**src/cifl_pkg.sv**
```systemverilog
// Purpose: Shared types and constants for the interrupt flag logic
// Assumes: One clock domain, asynchronous active-low reset
// Notes: Flag reset values chosen so interrupts start masked on the interrupt stack
package cifl_pkg;
  localparam int unsigned data_width = 16;
  localparam int unsigned addr_width = 16;
  localparam int unsigned bank_count = 2;
  localparam int unsigned bank_regs = 7;
  localparam int unsigned reg_sel_width = 3;
  localparam int unsigned ipl_width = 3;
  localparam int unsigned swi_num_width = 6;
  localparam logic [swi_num_width-1:0] swi_last_low = 6'h1f;
  localparam logic flag_ien_reset = 1'h0;
  localparam logic flag_stk_reset = 1'h0;
  localparam logic flag_bank_reset = 1'h0;
  localparam logic [ipl_width-1:0] ipl_reset = 3'h0;
  localparam logic [data_width-1:0] reg_reset = 16'h0000;

  // Bank member indices
  localparam logic [reg_sel_width-1:0] sel_data_reg_zero = 3'h0;
  localparam logic [reg_sel_width-1:0] sel_data_reg_one = 3'h1;
  localparam logic [reg_sel_width-1:0] sel_data_reg_two = 3'h2;
  localparam logic [reg_sel_width-1:0] sel_data_reg_three = 3'h3;
  localparam logic [reg_sel_width-1:0] sel_address_reg_zero = 3'h4;
  localparam logic [reg_sel_width-1:0] sel_address_reg_one = 3'h5;
  localparam logic [reg_sel_width-1:0] sel_frame_base_register = 3'h6;

  typedef struct packed {
    logic hw_req;
    logic [ipl_width-1:0] hw_prio;
    logic nonmaskable;
    logic swi_exec;
    logic [swi_num_width-1:0] swi_num;
  } cifl_irq_type;

  typedef struct packed {
    logic set_ien;
    logic clr_ien;
    logic set_stk;
    logic clr_stk;
    logic ipl_we;
    logic [ipl_width-1:0] ipl_val;
    logic bank_we;
    logic bank_val;
  } cifl_flag_cmd_type;

  typedef struct packed {
    logic we;
    logic [reg_sel_width-1:0] sel;
    logic [data_width-1:0] wdata;
  } cifl_reg_wr_type;

  typedef struct packed {
    logic ien;
    logic stk;
    logic bank;
    logic [ipl_width-1:0] processor_priority_level;
  } cifl_flags_type;
endpackage

```
**src/cifl_top.sv**
```systemverilog
// Purpose: Interrupt enable, stack select, priority level and register banks
// Assumes: Requests and commands come from core logic on mclk
// Notes: Acceptance is a one-cycle pulse; flags update on the same edge as the pulse
//
// Overview of operation
// - Maskable requests are blocked while the enable flag is zero.
// - Accepting any interrupt clears the enable flag.
// - Stack select zero picks interrupt stack pointer, one picks user stack pointer.
// - Accepting a hardware interrupt clears the stack select flag.
// - Software interrupt numbers 0 to 31 clear stack select; higher leave it.
// - Two banks of seven registers: four data, two address, frame base.
// - Three-bit processor level; a maskable request must exceed it to be enabled.
`timescale 1ns/1ps
`default_nettype none
module cifl_top #(
  parameter int unsigned width = cifl_pkg::data_width
) (
  // Clock and reset
  input wire logic mclk,
  input wire logic arst_n,
  // Interrupt and instruction events
  input wire cifl_pkg::cifl_irq_type irq,
  input wire cifl_pkg::cifl_flag_cmd_type cmd,
  // Stack pointer writes
  input wire logic isp_we,
  input wire logic usp_we,
  input wire logic [cifl_pkg::addr_width-1:0] sp_wdata,
  // Register bank access
  input wire cifl_pkg::cifl_reg_wr_type reg_wr,
  input wire logic [cifl_pkg::reg_sel_width-1:0] reg_rd_sel,
  // Status out
  output logic irq_accept,
  output logic swi_accept,
  output cifl_pkg::cifl_flags_type flags,
  output logic [cifl_pkg::addr_width-1:0] active_sp,
  output logic [width-1:0] reg_rd_data
);
  typedef struct packed {
    cifl_pkg::cifl_flags_type flags;
    logic [cifl_pkg::addr_width-1:0] interrupt_stack_pointer;
    logic [cifl_pkg::addr_width-1:0] user_stack_pointer;
    logic [cifl_pkg::addr_width-1:0] active_sp;
    logic irq_accept;
    logic swi_accept;
    logic [width-1:0] rd_data;
  } cifl_state_type;

  cifl_state_type state_r;
  cifl_state_type state_nxt;
  logic hw_take;
  logic [width-1:0] bank_rd;

  ////////////////////////////////////////////////////////////////////////////////
  function automatic logic prio_enabled(input logic [cifl_pkg::ipl_width-1:0] p,
                                        input logic [cifl_pkg::ipl_width-1:0] lvl);
    prio_enabled = (p > lvl);
  endfunction

  assign hw_take = irq.hw_req &&
                   (irq.nonmaskable ||
                    (state_r.flags.ien && prio_enabled(irq.hw_prio, state_r.flags.processor_priority_level)));

  ////////////////////////////////////////////////////////////////////////////////
  always_comb begin
    state_nxt = state_r;
    state_nxt.irq_accept = hw_take;
    state_nxt.swi_accept = irq.swi_exec;
    if (cmd.set_ien) begin
      state_nxt.flags.ien = 1'b1;
    end
    if (cmd.clr_ien) begin
      state_nxt.flags.ien = 1'b0;
    end
    if (cmd.set_stk) begin
      state_nxt.flags.stk = 1'b1;
    end
    if (cmd.clr_stk) begin
      state_nxt.flags.stk = 1'b0;
    end
    if (cmd.ipl_we) begin
      state_nxt.flags.processor_priority_level = cmd.ipl_val;
    end
    if (cmd.bank_we) begin
      state_nxt.flags.bank = cmd.bank_val;
    end
    // clear enable on acceptance, hardware over software writes
    if (hw_take || irq.swi_exec) begin
      state_nxt.flags.ien = 1'b0;
    end
    if (hw_take) begin
      state_nxt.flags.stk = 1'b0;
    end
    if (irq.swi_exec && (irq.swi_num <= cifl_pkg::swi_last_low)) begin
      state_nxt.flags.stk = 1'b0;
    end
    if (isp_we) begin
      state_nxt.interrupt_stack_pointer = sp_wdata;
    end
    if (usp_we) begin
      state_nxt.user_stack_pointer = sp_wdata;
    end
    // stack pointer choice follows the next flag value
    state_nxt.active_sp = state_nxt.flags.stk ? state_nxt.user_stack_pointer
                                              : state_nxt.interrupt_stack_pointer;
    state_nxt.rd_data = bank_rd;
  end

  always_ff @(posedge mclk or negedge arst_n) begin
    if (!arst_n) begin
      state_r <= '0;
      state_r.flags.ien <= cifl_pkg::flag_ien_reset;
      state_r.flags.stk <= cifl_pkg::flag_stk_reset;
      state_r.flags.bank <= cifl_pkg::flag_bank_reset;
      state_r.flags.processor_priority_level <= cifl_pkg::ipl_reset;
    end else begin
      state_r <= state_nxt;
    end
  end

  ////////////////////////////////////////////////////////////////////////////////
  // banked register file
  cifl_bank_file #(
    .width(width),
    .banks(cifl_pkg::bank_count),
    .regs(cifl_pkg::bank_regs)
  ) u_bank (
    .mclk(mclk),
    .arst_n(arst_n),
    .bank(state_r.flags.bank),
    .wr(reg_wr),
    .rd_sel(reg_rd_sel),
    .rd_data(bank_rd)
  );

  assign irq_accept = state_r.irq_accept;
  assign swi_accept = state_r.swi_accept;
  assign flags = state_r.flags;
  assign active_sp = state_r.active_sp;
  assign reg_rd_data = state_r.rd_data;

  ////////////////////////////////////////////////////////////////////////////////
  // mask, priority, flag, stack pointer and bank checks
  chk_mask_blocks: assert property (@(posedge mclk) disable iff (!arst_n)
    (irq.hw_req && !irq.nonmaskable && !state_r.flags.ien) |=> !irq_accept)
    else $error("masked request accepted");
  chk_accept_clears_ien: assert property (@(posedge mclk) disable iff (!arst_n)
    (hw_take || irq.swi_exec) |=> !flags.ien)
    else $error("enable flag not cleared");
  chk_sp_select: assert property (@(posedge mclk) disable iff (!arst_n)
    active_sp == (flags.stk ? state_r.user_stack_pointer : state_r.interrupt_stack_pointer))
    else $error("wrong active stack pointer");
  chk_hw_clears_stk: assert property (@(posedge mclk) disable iff (!arst_n)
    hw_take |=> (!flags.stk && irq_accept))
    else $error("stack select not cleared");
  chk_swi_high_keeps: assert property (@(posedge mclk) disable iff (!arst_n)
    (irq.swi_exec && irq.swi_num > cifl_pkg::swi_last_low && !hw_take &&
     !cmd.set_stk && !cmd.clr_stk) |=> flags.stk == $past(state_r.flags.stk))
    else $error("high software number changed stack select");
  chk_swi_low_clears: assert property (@(posedge mclk) disable iff (!arst_n)
    (irq.swi_exec && irq.swi_num <= cifl_pkg::swi_last_low) |=> !flags.stk)
    else $error("low software number kept stack select");
  chk_bank_read: assert property (@(posedge mclk) disable iff (!arst_n)
    (reg_wr.we && int'(reg_wr.sel) < cifl_pkg::bank_regs && !cmd.bank_we)
    ##1 (reg_rd_sel == $past(reg_wr.sel) && !reg_wr.we && !cmd.bank_we)
    |=> reg_rd_data == $past(reg_wr.wdata, 2))
    else $error("bank write not read back");
  chk_prio_gate: assert property (@(posedge mclk) disable iff (!arst_n)
    (irq.hw_req && !irq.nonmaskable && irq.hw_prio <= state_r.flags.processor_priority_level) |=> !irq_accept)
    else $error("low priority accepted");
  chk_accept_cause: assert property (@(posedge mclk) disable iff (!arst_n)
    (irq.hw_req && !irq.nonmaskable && state_r.flags.ien &&
     irq.hw_prio > state_r.flags.processor_priority_level) |=> irq_accept)
    else $error("eligible request not accepted");
  chk_nmi_bypass: assert property (@(posedge mclk) disable iff (!arst_n)
    (irq.hw_req && irq.nonmaskable) |=> (irq_accept && !flags.ien && !flags.stk))
    else $error("nonmaskable request not taken");
  chk_idle_no_accept: assert property (@(posedge mclk) disable iff (!arst_n)
    !irq.hw_req |=> !irq_accept)
    else $error("accept without request");
  chk_swi_echo: assert property (@(posedge mclk) disable iff (!arst_n)
    irq.swi_exec |=> swi_accept)
    else $error("software interrupt not echoed");
  chk_swi_quiet: assert property (@(posedge mclk) disable iff (!arst_n)
    !irq.swi_exec |=> !swi_accept)
    else $error("stray software accept");
  chk_ien_set: assert property (@(posedge mclk) disable iff (!arst_n)
    (cmd.set_ien && !cmd.clr_ien && !hw_take && !irq.swi_exec) |=> flags.ien)
    else $error("enable flag not set");
  chk_ien_holds: assert property (@(posedge mclk) disable iff (!arst_n)
    (!cmd.set_ien && !cmd.clr_ien && !hw_take && !irq.swi_exec) |=> $stable(flags.ien))
    else $error("enable flag changed without cause");
  chk_stk_set: assert property (@(posedge mclk) disable iff (!arst_n)
    (cmd.set_stk && !cmd.clr_stk && !hw_take && !irq.swi_exec) |=> flags.stk)
    else $error("stack select not set");
  chk_ipl_write: assert property (@(posedge mclk) disable iff (!arst_n)
    cmd.ipl_we |=> flags.processor_priority_level == $past(cmd.ipl_val))
    else $error("level not written");
  chk_ipl_holds: assert property (@(posedge mclk) disable iff (!arst_n)
    !cmd.ipl_we |=> $stable(flags.processor_priority_level))
    else $error("level changed without write");
  chk_bank_select: assert property (@(posedge mclk) disable iff (!arst_n)
    cmd.bank_we |=> flags.bank == $past(cmd.bank_val))
    else $error("bank not selected");
endmodule
`default_nettype wire

```
**src/cifl_bank_file.sv**
```systemverilog
// Purpose: Two banks of seven core registers with one write and one read port
// Assumes: Write and read select the same active bank
// Notes: Read is combinational; the top registers it
`timescale 1ns/1ps
`default_nettype none
module cifl_bank_file #(
  parameter int unsigned width = cifl_pkg::data_width,
  parameter int unsigned banks = cifl_pkg::bank_count,
  parameter int unsigned regs = cifl_pkg::bank_regs
) (
  // Clock and reset
  input wire logic mclk,
  input wire logic arst_n,
  // Access
  input wire logic bank,
  input wire cifl_pkg::cifl_reg_wr_type wr,
  input wire logic [cifl_pkg::reg_sel_width-1:0] rd_sel,
  output logic [width-1:0] rd_data
);
  typedef struct packed {
    logic [banks-1:0][regs-1:0][width-1:0] mem;
  } cifl_bank_state_type;

  cifl_bank_state_type state_r;
  cifl_bank_state_type state_nxt;

  always_comb begin
    state_nxt = state_r;
    if (wr.we && (int'(wr.sel) < regs)) begin
      state_nxt.mem[bank][wr.sel] = wr.wdata;
    end
  end

  always_ff @(posedge mclk or negedge arst_n) begin
    if (!arst_n) begin
      state_r <= '0;
    end else begin
      state_r <= state_nxt;
    end
  end

  always_comb begin
    rd_data = '0;
    if (int'(rd_sel) < regs) begin
      rd_data = state_r.mem[bank][rd_sel];
    end
  end
endmodule
`default_nettype wire

```
**config.mk**
```make
export PLATFORM = sky130hd
export DESIGN_NAME = cifl_top
export DESIGN_NICKNAME = d
export VERILOG_FILES = /design/src/cifl_pkg.sv /design/src/cifl_top.sv /design/src/cifl_bank_file.sv
export SDC_FILE = /design/constraint.sdc
export NUM_CORES = 1
export LEC_CHECK = 0
export ABC_CLOCK_PERIOD_IN_PS = 4800
export BUFFER_PORTS_ARGS = -buffer_cell sky130_fd_sc_hd__buf_4
export CORE_ASPECT_RATIO = 1.25
export CORE_UTILIZATION = 62
export DETAILED_ROUTE_END_ITERATION = 10
export PLACE_DENSITY = 0.88
export SLEW_MARGIN = 20
export SYNTH_ARGS = -nofsm -noshare
export SYNTH_HDL_FRONTEND = slang
export SYNTH_SLANG_ARGS = --single-unit
```
**constraint.sdc**
```tcl
create_clock -name mclk -period 4.8 [get_ports mclk]
set_input_delay 0.24 -clock mclk [delete_from_list [all_inputs] [get_ports mclk]]
set_output_delay 0.24 -clock mclk [all_outputs]
set_load 0.1 [all_outputs]
```
==> results of run 1 <==
cells by family after synthesis:
| kind of cell | share of synthesized area |
|---|---|
| flops | 0.561 |
| simple gates | 0.0269 |
| fa+ha+maj | 0.00284 |
| mux | 0.343 |
| buf+inv | 0.0497 |
| compound gates | 0.0171 |
flip-flops by register name, indices dropped and copies added, names as in the netlist:
signal,cells
reg_rd_data,16
flags,6
active_sp,16
u_bank.state_r,224
irq_accept,1
swi_accept,1
state_r,32
power breakdown:
group | total, uW | internal, uW | switching (uW)
Combinational | 1730 | 842 | 885
Sequential | 3410 | 3090 | 319
Clock | 2230 | 1300 | 929
cell type report:
| class | instances | area, um2 |
|---|---|---|
| clock buffer | 41 | 831 |
| clock inverter | 10 | 105 |
| fill | 1256 | 5750 |
| inverter | 5 | 18.8 |
| multi-input combinational | 460 | 5160 |
| sequential | 296 | 7410 |
| tap | 274 | 343 |
| timing repair buffer | 143 | 1200 |
layer usage:
layer  vias to the layer above  track usage
met2                       213        0.453
met5                         -            0
met3                        50       0.0354
li1                       3181            -
met1                      3915        0.359
met4                         0       0.0899
repair_timing:
item,4_1_cts,5_1_grt
hold buffers,31,0
endpoints found under the setup margin,0,0
buffers inserted,0,0
hold endpoints to repair,183,0
placed cells by master, fill, tap and decap left out, types with 7 or more instances in the layout:
| cell | netlist | final |
|---|---|---|
| mux2i_1 | 32 | 32 |
| mux4_2 | 48 | 48 |
| nor2_1 | 19 | 19 |
| nor2b_1 | 17 | 16 |
| dfrtp_1 | 296 | 295 |
| o21ai_0 | 29 | 29 |
| mux2_2 | 263 | 263 |
| dlygate4sd3_1 | 0 | 31 |
| buf_4 | 45 | 108 |
| nand2b_1 | 7 | 7 |
| mux2_4 | 10 | 10 |
| clkbuf_16 | 0 | 29 |
worst max-delay path: stages, from the launching register on:
cell and delay [ps]:
dfrtp_4 1030, nand3_1 310, nor2_2 920, mux2_2 430
stage by stage:
stage,setup WS [ps],instances,power (uW),hold slack (ps),util
6_report,1970,1229,7370,-7.36,0.724
5_1_grt,1770,1229,7670,6.50,0.724
4_1_cts,1920,1227,7390,20.5,0.721
3_5_place_dp,1930,1145,5120,381,0.661
3_3_place_gp,1960,1145,5030,371,0.661
2_1_floorplan,2880,862,4790,-55.6,-
worst min-delay path by stage:
stage                          start                              to  slack (ps)
after floorplan               arst_n          active_sp[0]$_DFF_PN0_         -60
after global placement        irq[6]            swi_accept$_DFF_PN0_         370
after detailed placement      irq[6]            swi_accept$_DFF_PN0_         380
after CTS                 reg_wr[12]  u_bank.state_r[28]$_DFFE_PN0P_          20
after global routing          cmd[9]            flags[5]$_DFFE_PN0P_           7
final                         cmd[9]            flags[5]$_DFFE_PN0P_          -7
==> results_dict.tcl, run 1 <==
set metrics [dict create \
    status "complete, but fails checks" \
    failed_checks "negative hold slack" \
    wl_met1_mm 11.4 \
    seq_area_frac_synth 0.561 \
    synth_common_cells "dfrtp_1, mux2_2, mux4_2" \
    synth.most_common_cell "dfrtp_1" \
    gp_congestion 0.721 \
    synth_top_area_cell "dfrtp_1" \
    vias_per_cell 5.99 \
    worstSetupEndpointType "register" \
    start_util 0.634 \
    whs_path_depth 3 \
    design_area_mm2 0.0151 \
    wirelength_mm 28.2 \
    max_freq_mhz 353 \
    worstPathArrival_ps 3250 \
    r2r_start "flags[3]$_DFFE_PN0P_" \
    rows 59 \
    rrSetupSlack_ps 1970 \
    drt_iter0_drc 436 \
    hpwl_mm 15.2 \
    p_per_area_mw_per_mm2 489 \
    cp_max_fo 48 \
    die_h_um 165 \
    pin_count 105 \
    met2WireLength_mm 14.7 \
    max-vdd-ir-drop_v 0.000370 \
    port-buffer-count 99 \
    grt_overflow 0 \
    start_kind "register" \
    path_clk_slew_ps 60 \
    maxCapViolations 0 \
    cts_made_buffers 28 \
    crit_path_start "flags[3]$_DFFE_PN0P_" \
    synthArstFlopShare 1.00 \
    clock-sinks 296 \
    core_mm2 0.0208 \
    synth-main-ff-cell "dfrtp_1" \
    vias 7359 \
    clock_path_buffers 3 \
    cp-endpoint "u_bank.state_r[201]$_DFFE_PN0P_" \
    syn_nets 930 \
    syn_to_final_growth_pct 14.1 \
    dpl-instance-area_mm2 0.0138 \
    antenna_found_initial 0 \
    grt_pass1_vias 8047 \
    yosys_warnings 0 \
    crit_type "register to register" \
    slew_headroom 0.252 \
    dieWidth_um 133 \
    synth-edff-count 0 \
    drv_slew 0 \
    synthCells 862 \
    fin_nets 1002 \
    cp.required_ps 5230 \
    hold_viol 1 \
    htreeDepth 1 \
    cts_root_buf "clkbuf_16" \
    tns_ps 0 \
    clock_skew_ps 9.69 \
    clk_latency_ps 540 \
    grt_pass1_wl_mm 44.3 \
    num_antenna_cells 0 \
    route.met3.wl_mm 1.50 \
    yosysTopAreaCellShare 0.561 \
    wl_per_cell_um 22.9 \
    dr.pass1.iters 4 \
    route.detailed.drc 0 \
    finalHoldWorstSlack_ps -7.36 \
    ff2ff_path_depth 3 \
    syn_area_per_cell_um2 15.3 \
    fp.dieArea_mm2 0.0219 \
    drive_gt1_frac 0.514 \
    synth_cell_types 32 \
    grt_setup_unrepaired "no" \
    grt_use_total 0.266 \
    ctsResizeCount 0 \
    top_layer_used "met4" \
    ys_ff_latch 296 \
    grt_start_max_net_pins 147 \
    finalCriticalPeriod_ps 2830 \
    rr_endpoint "u_bank.state_r[201]$_DFFE_PN0P_" \
    final.period_utilization 0.589 \
    setup_violations 0 \
    leakage_uw 0.00668 \
    ant_nets 0 \
    cts_tree "yes" \
    yosys-top-cells-area "dfrtp_1, mux2_2, mux4_2, buf_4, mux2i_1" \
    tightestPinTransition_ps 1120 \
    hold_class "input port to register" \
    syn-cell-area_mm2 0.0132 \
]
(Power assumes the default switching activity.)
==> inputs of run 2 (changes only) <==
Settings changed: ABC_AREA from default to 1, ABC_CLOCK_PERIOD_IN_PS 4800 to 2520, CORE_UTILIZATION 62 to 54, PLACE_DENSITY 0.88 to 0.82.
Clock period 4.8 ns to 2.52 ns, I/O delays scaled along.
==> results_dict.tcl, run 2 <==
set metrics [dict create \
    synth_top_area_cell "dfrtp_1" \
    leakage_uw 0.00728 \
    grt_start_max_net_pins 129 \
    grt_pass1_wl_mm 54.0 \
    max-vdd-ir-drop_v 0.000801 \
    cts_made_buffers 29 \
    tns_ps 0 \
    clock_path_buffers 3 \
    grt_setup_unrepaired "no" \
    synth-main-ff-cell "dfrtp_1" \
    cpPeakStageDelay_ps 560 \
    seq_area_frac_synth 0.567 \
    start_kind "register" \
    synth-edff-count 0 \
    hold_class "input port to register" \
    largest_reg_flops 224 \
    finalCriticalPeriod_ps 2000 \
    num_antenna_cells 0 \
    hold_viol 0 \
    cts_setup_buffers 0 \
    fp.dieArea_mm2 0.0248 \
    final.period_utilization 0.795 \
    drt_iter0_drc 925 \
    crit_type "register to register" \
    synthCells 1499 \
    synthArstFlopShare 1.00 \
    whs_path_depth 4 \
    yosysTopAreaCellShare 0.567 \
    finalPower_uw 13400 \
    drive_gt1_frac 0.148 \
    syn-cell-area_mm2 0.0131 \
    ctsResizeCount 0 \
    drv_slew 0 \
    cts_tree "yes" \
    gp_congestion 0.822 \
    rows 63 \
    busiest_layer "met2" \
    globalRouteMet1Util 0.334 \
    clock_skew_ps 11.7 \
    fin_nets 1635 \
    yosys_warnings 0 \
    worstPathArrival_ps 2420 \
    regMostFlops "u_bank.state_r" \
    cp.required_ps 2940 \
    clk_latency_ps 550 \
    vias 10600 \
    use_met3 0.0521 \
    cp_max_fo 3 \
    grt_util_met2 0.478 \
    wl_per_cell_um 17.5 \
    htreeDepth 1 \
    wirelength_mm 33.5 \
    final_common_cell "nand2_1" \
    synth.most_common_cell "nand2_1" \
    hpwl_mm 19.3 \
    syn_nets 1567 \
    status "completed" \
    slew_headroom 0.431 \
    syn_area_per_cell_um2 8.71 \
    setup_violations 0 \
    grt_pass1_vias 10600 \
    maxCapViolations 0 \
    antenna_found_initial 0 \
    grt_overflow 0 \
    path_clk_slew_ps 60 \
    dpl-instance-area_mm2 0.0138 \
    dieWidth_um 141 \
    worstSetupEndpointType "register" \
    start_util 0.551 \
    mostFrequentLayoutCells "nand2_1, o21ai_0, dfrtp_1" \
    yosys-top-cells-area "dfrtp_1, o21ai_0, nand2_1, nor2_1, mux2_2" \
    syn_to_final_growth_pct 17.1 \
    crit_chain "inv_1 -> ha_1 -> nand3_1 -> nand2_1 -> inv_1 -> nand2_1 -> a21boi_0 -> nor2_1 -> dlygate4sd3_1" \
    fin_util 0.644 \
    core_mm2 0.0237 \
    pin_count 105 \
    ant_nets 0 \
    cts_root_buf "clkbuf_16" \
    tightestPinTransition_ps 852 \
    max_freq_mhz 499 \
    clock-sinks 296 \
    route.detailed.drc 0 \
    top_regs "u_bank.state_r (224), state_r (32)" \
    vias_per_cell 5.54 \
    synth_cell_types 25 \
    ys_ff_latch 296 \
    p_per_area_mw_per_mm2 874 \
    n_fill_cell 1814 \
    die_h_um 176 \
    slowest_stage "dlygate4sd3_1" \
    ff2ff_path_depth 9 \
    dr.pass1.iters 5 \
    grt_use_total 0.278 \
    finalHoldWorstSlack_ps 22.2 \
    design_area_mm2 0.0153 \
    port-buffer-count 99 \
    synth_common_cells "nand2_1, o21ai_0, dfrtp_1" \
]
-- run 2: changes by cell type after synthesis, sizes merged, moves of 17 or more --
cell / before / now
nand2: 5 / 355
o21ai: 34 / 308
mux2: 274 / 33
nor2: 26 / 183
nand3: 1 / 55
mux4: 48 / 0
inv: 5 / 49
clkbuf: 27 / 66
mux2i: 32 / 0
o211ai: 0 / 32
nor2b: 17 / 0
-- run 2: per-layer routing --
layer | part of all wire | vias up
li1 | - | 4976
met1 | 0.38 | 5062
met5 | 0 | -
met4 | 0.048 | 0
met3 | 0.078 | 108
met2 | 0.49 | 452
-- run 2: cell type report --
class                      count  area (um2)  share of cell area
inverter                      49         184              0.0120
tap                          325         407              0.0266
sequential                   296        7410               0.485
multi-input combinational   1008        4730               0.309
clock inverter                14         156              0.0102
timing repair buffer         183        1590               0.104
clock buffer                  38         810              0.0529
-- run 2: path summary, 6_finish.rpt --
| check | from | end | slack [ps] |
|---|---|---|---|
| worst min-delay path | reg_wr[17] | u_bank.state_r[3]$_DFFE_PN0P_ | 20 |
| worst min register to register | u_bank.state_r[174]$_DFFE_PN0P_ | u_bank.state_r[174]$_DFFE_PN0P_ | 480 |
| worst max register to register | flags[2]$_DFFE_PN0P_ | flags[5]$_DFFE_PN0P_ | 520 |
| min in group asynchronous | arst_n | u_bank.state_r[83]$_DFFE_PN0P_ | 130 |
| max in group asynchronous | arst_n | u_bank.state_r[138]$_DFFE_PN0P_ | 1500 |
| worst max-delay path | flags[2]$_DFFE_PN0P_ | flags[5]$_DFFE_PN0P_ | 520 |
-- run 2: through the flow --
stage	worst slack, ps	instances
3_3_place_gp	681	1811
5_1_grt	362	1913
3_5_place_dp	626	1811
4_1_cts	508	1913
2_1_floorplan	897	1499
6_report	517	1913
-- run 2: logic make-up (layout without fill, tap and decap cells) --
logic type | after synthesis | after routing | synth area share
adders and majority gates | 3 | 3 | 0.00287
and+or+nand+nor | 613 | 613 | 0.186
AOI/OAI and AO/OA | 359 | 359 | 0.144
muxes | 33 | 33 | 0.0284
DFF | 296 | 296 | 0.567
buffers and inverters | 195 | 284 | 0.0713
-- run 2: power by group --
part	leakage, uW	internal [uW]	switching [uW]
clock network	0.000472	2560	1800
logic	0.00313	925	1860
registers	0.00367	5740	475
total	0.00728	9230	4130
-- run 2: timing repair --
action / 4_1_cts / 5_1_grt
hold endpoints to repair: 155 / 0
endpoints found under the setup margin: 0 / 0
hold buffers: 50 / 0
-- run 2: worst max-delay path, delay by kind of cell (launching register included) --
family	cells	cell delay (ps)
simple gates	4	300
compound gates	1	260
buf+inv	3	680
flops	1	370
fa+ha+maj	1	260
==> inputs of run 3 (changes only) <==
Settings changed: ABC_CLOCK_PERIOD_IN_PS 2520 to 2000, CORE_UTILIZATION 54 to 60, PLACE_DENSITY 0.82 to 0.86.
Clock period 2.52 ns to 2 ns, I/O delays scaled along.
==> results_dict.tcl, run 3 (same netlist as run 2, synthesis figures left out) <==
set metrics [dict create \
    largest_reg_flops 224 \
    dp_slack_ps 28.3 \
    drive_gt1_frac 0.157 \
    slowest_stage "dlygate4sd3_1" \
    start_util 0.608 \
    max_freq_mhz 509 \
    crit_chain "o21ai_0 -> dlygate4sd3_1 -> nor2_1 -> dlygate4sd3_1" \
    clock_skew_ps 28.8 \
    vias_per_cell 5.91 \
    path_clk_slew_ps 70 \
    cp.required_ps 2420 \
    wl_per_cell_um 18.7 \
    top_regs "u_bank.state_r (224), state_r (32)" \
    design_area_mm2 0.0154 \
    drv_slew 0 \
    hpwl_mm 20.6 \
    crit_type "register to register" \
    die_h_um 167 \
    clk_latency_ps 560 \
    cts_made_buffers 28 \
    multi_input_area_mm2 0.00477 \
    route.detailed.drc 0 \
    cpPeakStageDelay_ps 590 \
    cts_root_buf "clkbuf_16" \
    hold_class "input port to register" \
    fin_nets 1648 \
    vias 11100 \
    maxCapViolations 0 \
    finalHoldWorstSlack_ps 25.7 \
    cp_max_fo 3 \
    fp.dieArea_mm2 0.0224 \
    finalCriticalPeriod_ps 1970 \
    path_buf_inv 2 \
    dpl-instance-area_mm2 0.0139 \
    final_cells 1882 \
    clock-sinks 296 \
    tightestPinTransition_ps 770 \
    dr.pass1.iters 6 \
    pin_count 105 \
    grt_pass1_wl_mm 56.6 \
    final_common_cell "nand2_1" \
    setup_violations 0 \
    n_fill_cell 1487 \
    mostFrequentLayoutCells "nand2_1, o21ai_0, dfrtp_1" \
    grt_start_max_net_pins 78 \
    leakage_uw 0.00737 \
    status "completed" \
    dieWidth_um 134 \
    port-buffer-count 99 \
    final.period_utilization 0.983 \
    worstPathArrival_ps 2390 \
    rows 60 \
    start_kind "register" \
    hold_viol 0 \
    antenna_found_initial 2 \
    htreeDepth 1 \
    worstSetupEndpointType "register" \
    gp_congestion 0.844 \
    syn_to_final_growth_pct 18.1 \
    grt_use_total 0.322 \
    wirelength_mm 35.2 \
    timing.final.ws_setup_ps 33.7 \
    ant_nets 0 \
    clock_path_buffers 3 \
    regMostFlops "u_bank.state_r" \
    grt_overflow 0 \
    slew_headroom 0.486 \
    max-vdd-ir-drop_v 0.000772 \
    cts_tree "yes" \
    core_mm2 0.0215 \
    grt_pass1_vias 11200 \
    p_per_area_mw_per_mm2 1090 \
    cpLargestDelayFamily "buffers and inverters" \
    seqCellArea_mm2 0.00741 \
    drt_iter0_drc 1195 \
    cp_common_cell "dlygate4sd3_1" \
    post-place-cells 1775 \
]
## run 3: final cells by class
type / count / area share
sequential: 296 / 0.480
multi-input combinational: 1008 / 0.309
timing repair buffer: 197 / 0.116
clock buffer: 41 / 0.0538
tap: 279 / 0.0226
inverter: 49 / 0.0120
clock inverter: 11 / 0.00608
antenna: 1 / 0.000162
## run 3: through the flow
| step | util | TNS (ps) | total power, uW |
|---|---|---|---|
| final | 0.719 | 0 | 16800 |
| after global placement | 0.649 | 0 | 11100 |
| after CTS | 0.716 | 0 | 16700 |
| after global routing | 0.718 | -5.22 | 17500 |
| after floorplan | - | 0 | 10400 |
| after detailed placement | 0.649 | 0 | 11400 |
## run 3: path summary, 6_finish.rpt
check	start	slack, ps	depth (start not counted)	end
max	flags[5]$_DFFE_PN0P_	30	4	flags[5]$_DFFE_PN0P_
min	isp_we	30	2	state_r[52]$_DFF_PN0_
max reg2reg	flags[5]$_DFFE_PN0P_	30	4	flags[5]$_DFFE_PN0P_
min reg2reg	u_bank.state_r[211]$_DFFE_PN0P_	480	2	u_bank.state_r[211]$_DFFE_PN0P_
max in group asynchronous	arst_n	1150	3	u_bank.state_r[176]$_DFFE_PN0P_
min in group asynchronous	arst_n	140	2	u_bank.state_r[65]$_DFFE_PN0P_
## run 3: what timing repair did
action,4_1_cts,5_1_grt
resized for setup,0,7
hold buffers,51,1
setup buffers,0,2
endpoints found under the hold margin,187,1
setup endpoints to repair,0,15
## run 3: where the power goes
part	switching, uW	leakage [uW]	internal, uW
logic	2410	0.00324	1210
clock network	2300	0.000461	3010
registers	635	0.00367	7240
## run 3: routing by layer
layer	GRT usage	vias up	routed length, um
met5	0	-	8
met4	0.154	2	1620
met3	0.0584	130	2860
met2	0.564	581	17700
met1	0.381	5406	13000
li1	-	5008	-
